--- config.mk ---
export PLATFORM = sky130hd
export DESIGN_NAME = geared_pulse_counter
export DESIGN_NICKNAME = d
export VERILOG_FILES = /design/src/shared/counter_pkg.sv /design/src/hw/geared_pulse_counter.sv /design/src/hw/pin_filter.sv
export SDC_FILE = /design/constraint.sdc
export NUM_CORES = 2
export LEC_CHECK = 0
export BUFFER_PORTS_ARGS = -buffer_cell sky130_fd_sc_hd__buf_2
export CORE_MARGIN = 3
export CORE_UTILIZATION = 60
export CTS_BUF_LIST = sky130_fd_sc_hd__clkbuf_16
export CTS_CLUSTER_SIZE = 20
export DETAILED_ROUTE_END_ITERATION = 6
export MAX_ROUTING_LAYER = met4
export PLACE_DENSITY = 0.74
export SLEW_MARGIN = 20
export SYNTH_ARGS = -nofsm -noshare
export SYNTH_HDL_FRONTEND = slang
export SYNTH_SLANG_ARGS = --single-unit
--- constraint.sdc ---
create_clock -name core_clk -period 6.85 [get_ports core_clk]
set_input_delay 0.3425 -clock core_clk [delete_from_list [all_inputs] [get_ports core_clk]]
set_output_delay 0.3425 -clock core_clk [all_outputs]
set_load 0.03 [all_outputs]
--- src/shared/counter_pkg.sv ---
package counter_pkg;
  // bus and data widths
  localparam int unsigned ADDR_W = 8;
  localparam int unsigned DATA_W = 32;
  localparam int unsigned GEAR_W = 16;
  localparam int unsigned PROD_W = 48;
  // register offsets (byte addresses)
  localparam logic [7:0] OFS_RAW    = 8'h00;
  localparam logic [7:0] OFS_SCALED = 8'h04;
  localparam logic [7:0] OFS_TARGET = 8'h08;
  localparam logic [7:0] OFS_CEIL   = 8'h0c;
  localparam logic [7:0] OFS_MUL    = 8'h10;
  localparam logic [7:0] OFS_DIV    = 8'h14;
  localparam logic [7:0] OFS_CTRL   = 8'h18;
  localparam logic [7:0] OFS_STAT   = 8'h1c;
  localparam logic [7:0] OFS_CLR    = 8'h20;
  localparam logic [7:0] OFS_IEN    = 8'h24;
  // reset values
  localparam logic [31:0] TARGET_RST = 32'h000003e8;
  localparam logic [31:0] CEIL_RST   = 32'hffffffff;
  localparam logic [15:0] GEAR_RST   = 16'h0001;
  localparam logic [31:0] ZERO_W     = 32'h00000000;
  localparam logic [15:0] ZERO_G     = 16'h0000;
  // control field positions
  localparam int unsigned CTRL_WRAP_BIT   = 0;
  localparam int unsigned CTRL_ACT_LSB    = 4;
  localparam int unsigned CTRL_RETAIN_BIT = 8;
  // event bits
  localparam int unsigned EV_TARGET = 0;
  localparam int unsigned EV_CEIL   = 1;
  localparam int unsigned EV_W      = 2;
  // pin indices
  localparam int unsigned PIN_COUNT = 0;
  localparam int unsigned PIN_RESET = 1;
  localparam int unsigned PIN_POWER = 2;
  localparam int unsigned PIN_N     = 3;
  // divider step count
  localparam logic [5:0] DIV_LAST = 6'h2f;
  // action codes
  localparam logic [1:0] ACT_RUN = 2'h0;
  // register bus request
  typedef struct packed {
    logic [7:0]  addr;
    logic [31:0] wdata;
    logic        wr;
    logic        rd;
  } bus_req_type;
  // counter control fields
  typedef struct packed {
    logic       retain;
    logic [1:0] action;
    logic       wrap;
  } ctrl_type;
  localparam ctrl_type CTRL_RST = '{retain: 1'b0, action: 2'h0, wrap: 1'b1};
  // divider states
  typedef enum logic [1:0] {
    ST_IDLE = 2'b00,
    ST_DIV  = 2'b01,
    ST_DONE = 2'b10
  } div_state_type;
endpackage

--- src/hw/geared_pulse_counter.sv ---
`timescale 1ns/10ps
// Operation
// RQ1: every input pulse increments 32-bit raw total
// RQ2: scaled count is raw times multiplier over divisor
// RQ3: scaled count readable apart from raw total
// RQ4: gear values 1..65535, both default 1
// RQ5: reached output once scaled meets target
// RQ6: ceiling stops or restarts the count
// RQ7: reset terminal active clears the counter
// RQ8: method 0 stops, 1 clears and resumes
// RQ9: reached requests action from action digit
// RQ10: retain digit keeps count over power loss
// RQ11: counter reset clears both counts and reached
module geared_pulse_counter
  import counter_pkg::*;
(
  // clock and reset
  input  wire logic                      core_clk,
  input  wire logic                      rst,
  // register port
  input  counter_pkg::bus_req_type       bus_req,
  output logic [31:0]                    rdata_q,
  // digital input terminals
  input  wire logic                      count_pin,
  input  wire logic                      reset_pin,
  input  wire logic                      power_fail_pin,
  // digital outputs
  output logic                           target_reached_q,
  output logic [1:0]                     action_req_q,
  output logic                           irq_q
);
  import counter_pkg::*;

  // register write hit
  function automatic logic wr_hit(input bus_req_type r, input logic [7:0] ofs);
    wr_hit = r.wr && (r.addr == ofs);
  endfunction

  // filtered pins
  logic [PIN_N-1:0] pin_level;        // steady levels
  logic [PIN_N-1:0] pin_rise;         // rising pulses
  // software registers
  logic [31:0]      target_q;         // target count
  logic [31:0]      ceil_q;           // count ceiling
  logic [15:0]      mul_q;            // gear multiplier
  logic [15:0]      div_q;            // gear divisor
  ctrl_type         ctrl_q;           // behaviour control
  logic [EV_W-1:0]  stat_q;           // sticky events
  logic [EV_W-1:0]  stat_d;           // next sticky events
  logic [EV_W-1:0]  ien_q;            // event enables
  // counter state
  logic [31:0]      raw_q;            // raw pulse total
  logic [31:0]      scaled_q;         // scaled count
  logic             stop_q;           // halted at ceiling
  logic             dirty_q;          // scaled needs redo
  // divider state
  div_state_type    state_q;          // divider phase
  logic [47:0]      dq_q;             // dividend, then quotient
  logic [16:0]      rem_q;            // partial remainder
  logic [5:0]       cnt_q;            // step counter
  // combinational terms
  logic [47:0]      prod;             // raw times multiplier
  logic [16:0]      rem_sh;           // shifted remainder
  logic             rem_ge;           // subtract fits
  logic [31:0]      quot_cap;         // saturated quotient
  logic             at_ceil;          // result reaches ceiling
  logic             clr_all;          // counter reset
  logic             wrap_now;         // wrap at ceiling
  logic             stop_now;         // halt at ceiling
  logic             count_en;         // take one pulse
  logic             start;            // begin a division
  logic [EV_W-1:0]  ev_set;           // event pulses
  logic [31:0]      rd_mux;           // read value
  // pin synchronisers
  pin_filter u_pins (
    .core_clk (core_clk),
    .rst      (rst),
    .pin_in   ({power_fail_pin, reset_pin, count_pin}),
    .level_q  (pin_level),
    .rise_q   (pin_rise)
  );
  // counter control terms
  always_comb
  begin
    // reset terminal, or power loss without retain
    clr_all  = pin_level[PIN_RESET]                         // RQ7
             || (pin_rise[PIN_POWER] && !ctrl_q.retain);    // RQ10
    prod     = raw_q * mul_q;                               // RQ2
    quot_cap = (dq_q[47:32] != ZERO_G) ? CEIL_RST : dq_q[31:0];
    at_ceil  = (state_q == ST_DONE) && (quot_cap >= ceil_q);
    wrap_now = at_ceil && ctrl_q.wrap && !clr_all;          // RQ8
    stop_now = at_ceil && !ctrl_q.wrap && !clr_all;         // RQ8
    count_en = pin_rise[PIN_COUNT] && !stop_q && !clr_all && !wrap_now;
    start    = (state_q == ST_IDLE) && dirty_q && !clr_all;
    rem_sh   = {rem_q[15:0], dq_q[47]};
    rem_ge   = rem_sh >= {1'b0, div_q};
  end
  // raw pulse total; power-on and counter clear share a branch
  always_ff @(posedge core_clk)
  begin
    if (rst || clr_all || wrap_now)
    begin
      raw_q <= ZERO_W;                                      // RQ11
    end
    else if (count_en)
    begin
      raw_q <= raw_q + 32'h00000001;                        // RQ1
    end
  end
  // recompute flag: new pulse or gear change sets, start clears
  always_ff @(posedge core_clk)
  begin
    if (rst || clr_all || wrap_now)
    begin
      dirty_q <= 1'b0;
    end
    else if (count_en || wr_hit(bus_req, OFS_MUL) || wr_hit(bus_req, OFS_DIV))
    begin
      dirty_q <= 1'b1;
    end
    else if (start)
    begin
      dirty_q <= 1'b0;
    end
  end
  // restoring divider, one quotient bit a cycle
  always_ff @(posedge core_clk)
  begin
    if (rst)
    begin
      state_q <= ST_IDLE;
      dq_q    <= 48'h000000000000;
      rem_q   <= 17'h00000;
      cnt_q   <= 6'h00;
    end
    else if (clr_all)
    begin
      state_q <= ST_IDLE;                                   // abort on reset
    end
    else
    begin
      case (state_q)
        ST_IDLE:
        begin
          if (start)
          begin
            dq_q    <= prod;                                // RQ2
            rem_q   <= 17'h00000;
            cnt_q   <= 6'h00;
            state_q <= ST_DIV;
          end
        end
        ST_DIV:
        begin
          rem_q <= rem_ge ? (rem_sh - {1'b0, div_q}) : rem_sh;
          dq_q  <= {dq_q[46:0], rem_ge};
          cnt_q <= cnt_q + 6'h01;
          if (cnt_q == DIV_LAST)
          begin
            state_q <= ST_DONE;
          end
        end
        default:                                            // done or stray code
        begin
          state_q <= ST_IDLE;
        end
      endcase
    end
  end
  // scaled count: result lands once division ends
  always_ff @(posedge core_clk)
  begin
    if (rst || clr_all || wrap_now)
    begin
      scaled_q <= ZERO_W;                                   // RQ11 RQ8
    end
    else if (state_q == ST_DONE)
    begin
      scaled_q <= at_ceil ? ceil_q : quot_cap;              // RQ2 RQ6
    end
  end
  // halt latch for stop method
  always_ff @(posedge core_clk)
  begin
    if (rst || clr_all)
    begin
      stop_q <= 1'b0;
    end
    else if (stop_now)
    begin
      stop_q <= 1'b1;                                       // RQ6
    end
  end
  // reached flag follows scaled against target
  always_ff @(posedge core_clk)
  begin
    if (rst || clr_all)
    begin
      target_reached_q <= 1'b0;                             // RQ11
    end
    else
    begin
      target_reached_q <= scaled_q >= target_q;             // RQ5
    end
  end
  // drive action request while reached
  always_ff @(posedge core_clk)
  begin
    if (rst)
    begin
      action_req_q <= ACT_RUN;
    end
    else
    begin
      action_req_q <= target_reached_q ? ctrl_q.action : ACT_RUN; // RQ9
    end
  end
  // settings; zero writes to target, ceiling and gears are refused
  always_ff @(posedge core_clk)
  begin
    if (rst)
    begin
      target_q <= TARGET_RST;
      ceil_q   <= CEIL_RST;
      mul_q    <= GEAR_RST;
      div_q    <= GEAR_RST;
      ctrl_q   <= CTRL_RST;
      ien_q    <= '0;
    end
    else
    begin
      if (wr_hit(bus_req, OFS_TARGET) && bus_req.wdata != ZERO_W)
      begin
        target_q <= bus_req.wdata;                          // RQ5
      end
      if (wr_hit(bus_req, OFS_CEIL) && bus_req.wdata != ZERO_W)
      begin
        ceil_q <= bus_req.wdata;                            // RQ6
      end
      if (wr_hit(bus_req, OFS_MUL) && bus_req.wdata[15:0] != ZERO_G)
      begin
        mul_q <= bus_req.wdata[15:0];                       // RQ4
      end
      if (wr_hit(bus_req, OFS_DIV) && bus_req.wdata[15:0] != ZERO_G)
      begin
        div_q <= bus_req.wdata[15:0];                       // RQ4
      end
      if (wr_hit(bus_req, OFS_CTRL))
      begin
        ctrl_q.wrap   <= bus_req.wdata[CTRL_WRAP_BIT];
        ctrl_q.action <= bus_req.wdata[CTRL_ACT_LSB +: 2];
        ctrl_q.retain <= bus_req.wdata[CTRL_RETAIN_BIT];
      end
      if (wr_hit(bus_req, OFS_IEN))
      begin
        ien_q <= bus_req.wdata[EV_W-1:0];
      end
    end
  end
  // events: set wins over clear
  always_comb
  begin
    ev_set            = '0;
    ev_set[EV_TARGET] = (scaled_q >= target_q) && !target_reached_q && !clr_all;
    ev_set[EV_CEIL]   = at_ceil && !clr_all;
    stat_d            = stat_q;
    if (wr_hit(bus_req, OFS_CLR))
    begin
      stat_d = stat_q & ~bus_req.wdata[EV_W-1:0];
    end
    stat_d = stat_d | ev_set;
  end
  // sticky status and interrupt level
  always_ff @(posedge core_clk)
  begin
    if (rst)
    begin
      stat_q <= '0;
      irq_q  <= 1'b0;
    end
    else
    begin
      stat_q <= stat_d;
      irq_q  <= |(stat_d & ien_q);
    end
  end
  // read decode; unmapped reads zero
  always_comb
  begin
    case (bus_req.addr)
      OFS_RAW:    rd_mux = raw_q;                           // RQ1
      OFS_SCALED: rd_mux = scaled_q;                        // RQ3
      OFS_TARGET: rd_mux = target_q;
      OFS_CEIL:   rd_mux = ceil_q;
      OFS_MUL:    rd_mux = {ZERO_G, mul_q};
      OFS_DIV:    rd_mux = {ZERO_G, div_q};
      OFS_CTRL:
      begin
        rd_mux                      = ZERO_W;
        rd_mux[CTRL_WRAP_BIT]       = ctrl_q.wrap;
        rd_mux[CTRL_ACT_LSB +: 2]   = ctrl_q.action;
        rd_mux[CTRL_RETAIN_BIT]     = ctrl_q.retain;
      end
      OFS_STAT:   rd_mux = {30'h00000000, stat_q};
      OFS_IEN:    rd_mux = {30'h00000000, ien_q};
      default:    rd_mux = ZERO_W;
    endcase
  end
  // read data stands one cycle after the strobe
  always_ff @(posedge core_clk)
  begin
    if (rst)
    begin
      rdata_q <= ZERO_W;
    end
    else
    begin
      rdata_q <= bus_req.rd ? rd_mux : ZERO_W;
    end
  end
endmodule

--- src/hw/pin_filter.sv ---
`timescale 1ns/10ps
module pin_filter
  import counter_pkg::*;
(
  // clock and reset
  input  wire logic                                core_clk,
  input  wire logic                                rst,
  // raw pins
  input  wire logic [counter_pkg::PIN_N-1:0]       pin_in,
  // filtered level and rising pulse
  output logic      [counter_pkg::PIN_N-1:0]       level_q,
  output logic      [counter_pkg::PIN_N-1:0]       rise_q
);
  import counter_pkg::*;
  // three stage chain per pin
  logic [PIN_N-1:0] s1_q;
  logic [PIN_N-1:0] s2_q;
  logic [PIN_N-1:0] s3_q;
  genvar g;
  generate
    for (g = 0; g < PIN_N; g++)
    begin : g_pin
      // chain: first stage feeds only the second
      always_ff @(posedge core_clk)
      begin
        if (rst)
        begin
          s1_q[g] <= 1'b0;
          s2_q[g] <= 1'b0;
          s3_q[g] <= 1'b0;
        end
        else
        begin
          s1_q[g] <= pin_in[g];
          s2_q[g] <= s1_q[g];
          s3_q[g] <= s2_q[g];
        end
      end
      // level moves once stages two and three agree
      always_ff @(posedge core_clk)
      begin
        if (rst)
        begin
          level_q[g] <= 1'b0;
          rise_q[g]  <= 1'b0;
        end
        else
        begin
          if (s2_q[g] == s3_q[g])
          begin
            level_q[g] <= s3_q[g];
          end
          rise_q[g] <= (s2_q[g] == s3_q[g]) && s3_q[g] && !level_q[g];
        end
      end
    end
  endgenerate
endmodule

==> flow_summary.toml <==
[global_route]
grt_max_degree = 87
grt.busiest_layer = "met2"
grt_use_total_pct = 34.3
grt_use_met1_pct = 45.2
antenna_found_initial = 0
use_met2_pct = 55.1
grt_pass1_wl_microns = 143000
grt_pass1_vias = 26400
overflow = 0
gr-usage-met3_pct = 4.60

[timing]
tightest_slew_ns = 1.01
period_needed_ns = 6.54
skew_ns = 0.0318
max-slew-margin-rel_pct = 33.0
setup_ws_ns = 0.306
finalSetupTns_ns = 0
period_share_pct = 95.5
final-max-slew-violation-count = 0
rsz0062_at_grt = "false"
setup_viol = 0
finalHoldViolCount = 0
fmax_mhz = 153

[pwr]
power_frac_clock_pct = 50.5
power_w = 0.00367
power_density_nw_per_um2 = 110
switching_share_pct = 24.0
seqPwrFrac_pct = 46.4
combPwrFrac_pct = 3.0
p_sw_w = 0.000880
p_int_w = 0.00279
vdd_drop_max_mv = 0.201
power.leakage_nw = 15.8

[routing]
dr.first_iter.drc_count = 2572
wirelength_microns = 88200
firstDrtPassIters = 7
via_per_inst = 5.97
drc_errors = 16
vias = 25800
routedWlPerCell_microns = 20.4
ant_nets = 0

[cells_and_area]
final_cells = 4317
area_delta_synth_final_pct = 8.38
drive_gt1_share_pct = 9.14
n_antenna_cell = 0
finalNetCount = 4290
fillers = 4243

[synth]
synthDistinctLibCells = 68
synth_area_leaders = "fa_1, dfxtp_1, ha_1, inv_1, nand2_1"
avgSynthCellArea_sq_um = 8.48
ys_seq_area_share_pct = 19.1
synthTopCellsByCount = "inv_1, nand2_1, fa_1, dfxtp_1, and2_1"
synthArstFlopShare_pct = 0
synth_most_common_cell = "inv_1"
yosys.area.top_type_share_pct = 27.4
ys_warn_count = 0
postSynthCellCount = 3616
synth_edf_count = 0
synth_area_leader_cell = "fa_1"
synth_top_flop_cell = "dfxtp_1"
synth_nets = 4286
synth-seq-cells = 292
syn_area_sq_um = 30700

[worst_setup_path]
critPathLaunchType = "flop"
worst_setup_path_end_kind = "flop"
crit_arrival_ns = 6.92
worst_path_max_delay_cell = "fa_1"
crit_path_max_incr_delay_ns = 0.57
crit_family = "adder cells"
cp_num_buf_inv = 6
path_class = "reg2reg"
cp_common_cell = "fa_1"
crit_fanout = 9
path_cells = "buf_4 -> and2_1 -> fa_1 -> inv_1 -> fa_1 -> fa_1 -> fa_1 -> inv_1 -> fa_1 -> inv_1 -> fa_1 -> inv_1 -> ha_1 -> a21oi_1 -> o21bai_1 -> a2bb2oi_2 -> a311oi_1 -> a311oi_1 -> buf_4 -> a41oi_1 -> xor2_1 -> a222oi_1 -> nor2_1"
critPathRequiredTime_ns = 7.22

[die]
num_rows = 82
start_util_pct = 61.0
die_x_microns = 232
coreArea_sq_um = 50300
pin_count = 83
dieArea_sq_um = 53800
die_h_microns = 232

[clocking]
numCtsBuffers = 35
holdBufCountCts = 0
clock_latency_ns = 0.55
cts.sinks = 292
cts.clk_slew.worst_paths_ns = 0.06
clk_path_buf_depth = 3
htree_levels = 2
clock-root-buffer = "clkbuf_16"
cts_tree = "yes"

[place]
gp_congestion = 0.942
pre_cts_slack_ns = 0.0968
io_buffers = 82
dp.cells = 4255
dpl.hpwl_microns = 69400

[run_status]
violations = "design-rule violations"
outcome = "finished, violations left"

[flow_run]
cap_violations = 0

[hold_path]
worstHoldPathType = "in2reg"
## path summary, 6_finish.rpt
check                                 startpoint                     endpoint  slack, ns  cells past startpoint
hold reg to reg   u_pins.level_q[0]$_SDFFE_PP0N_  u_pins.rise_q[0]$_SDFF_PP0_       0.42                      1
setup reg to reg           raw_q[4]$_SDFFE_PP0P_        dq_q[46]$_SDFFE_PP0P_       0.31                     23
setup / recovery           raw_q[4]$_SDFFE_PP0P_        dq_q[46]$_SDFFE_PP0P_       0.31                     23
hold / removal                    power_fail_pin    u_pins.s1_q[2]$_SDFF_PP0_       0.01                      2
## flip-flops by register name (all words and copies together) (netlist names), 3 cells and up
register        cells
dq_q               48
u_pins.s1_q         3
mul_q              16
u_pins.level_q      3
cnt_q               6
target_q           32
rdata_q            32
raw_q              32
u_pins.s2_q         3
div_q              16
ceil_q             32
scaled_q           32
rem_q              16
ctrl_q              4
u_pins.s3_q         3
## per-stage QoR
stage	hold WS [ns]	area [sq um]	util (%)
final	0.0137	33200	66.1
after global routing	0.0259	33200	66.1
after CTS	0.00293	33200	66.0
after detailed placement	0.411	32000	63.7
after global placement	0.407	32000	63.7
after floorplan	0.398	30700	-
## cell usage in the layout, fill, tap and decap left out, types with 12 or more instances in the layout
master	n
dfxtp_1	272
mux2i_1	70
buf_4	110
clkbuf_16	35
buf_2	81
or2_2	34
a222oi_1	64
nor2_1	176
o21a_1	16
a31oi_1	12
a211oi_1	19
nand2_1	534
a22oi_1	28
a21oi_1	142
xnor2_1	41
and3_1	18
nor2b_1	16
or3_1	16
ha_1	204
xor2_1	30
nand3_1	34
nor3_1	25
nand4_1	37
fa_1	419
inv_1	578
nand2b_1	12
o211ai_1	71
dfxtp_2	18
a21o_1	43
and2_1	216
o21ai_0	106
nor4_1	16
## power groups by stage
| stage | Combinational, W | Sequential (W) | Clock, W |
|---|---|---|---|
| floorplan | 0.0000542 | 0.00174 | 0 |
| global placement | 0.000105 | 0.00174 | 0 |
| detailed placement | 0.000107 | 0.00174 | 0 |
| CTS | 0.000108 | 0.00170 | 0.00187 |
| global route | 0.000118 | 0.00170 | 0.00194 |
| finish | 0.000112 | 0.00170 | 0.00185 |
## final cells by class
cell class | count | area [sq um] | area share, %
inverters | 574 | 2150 | 6.49
multi-input cells | 2516 | 21800 | 65.7
clock buffers | 35 | 876 | 2.64
clock inverters | 27 | 251 | 0.757
well taps | 672 | 841 | 2.53
repair buffers | 201 | 1400 | 4.23
flip-flops and latches | 292 | 5880 | 17.7
## layer usage
layer	up-vias	wire length, microns
met2	1039	42200
met1	12800	36300
met3	194	6260
li1	11700	-
met4	0	3400
met5	-	0
## kinds of logic after synthesis
kind of cell,synth area share [%]
adders and majority gates,35.7
DFF,19.1
xor gates and xnor gates,2.03
and+or+nand+nor,17.7
muxes,2.32
buffers and inverters,9.99
AOI/OAI and AO/OA,13.2
## timing repair
item	in CTS	in global routing
gates resized for setup	0	29
buffers inserted	0	0
setup endpoints to repair	0	19
No activity file was read; power rests on OpenSTA's default activity.
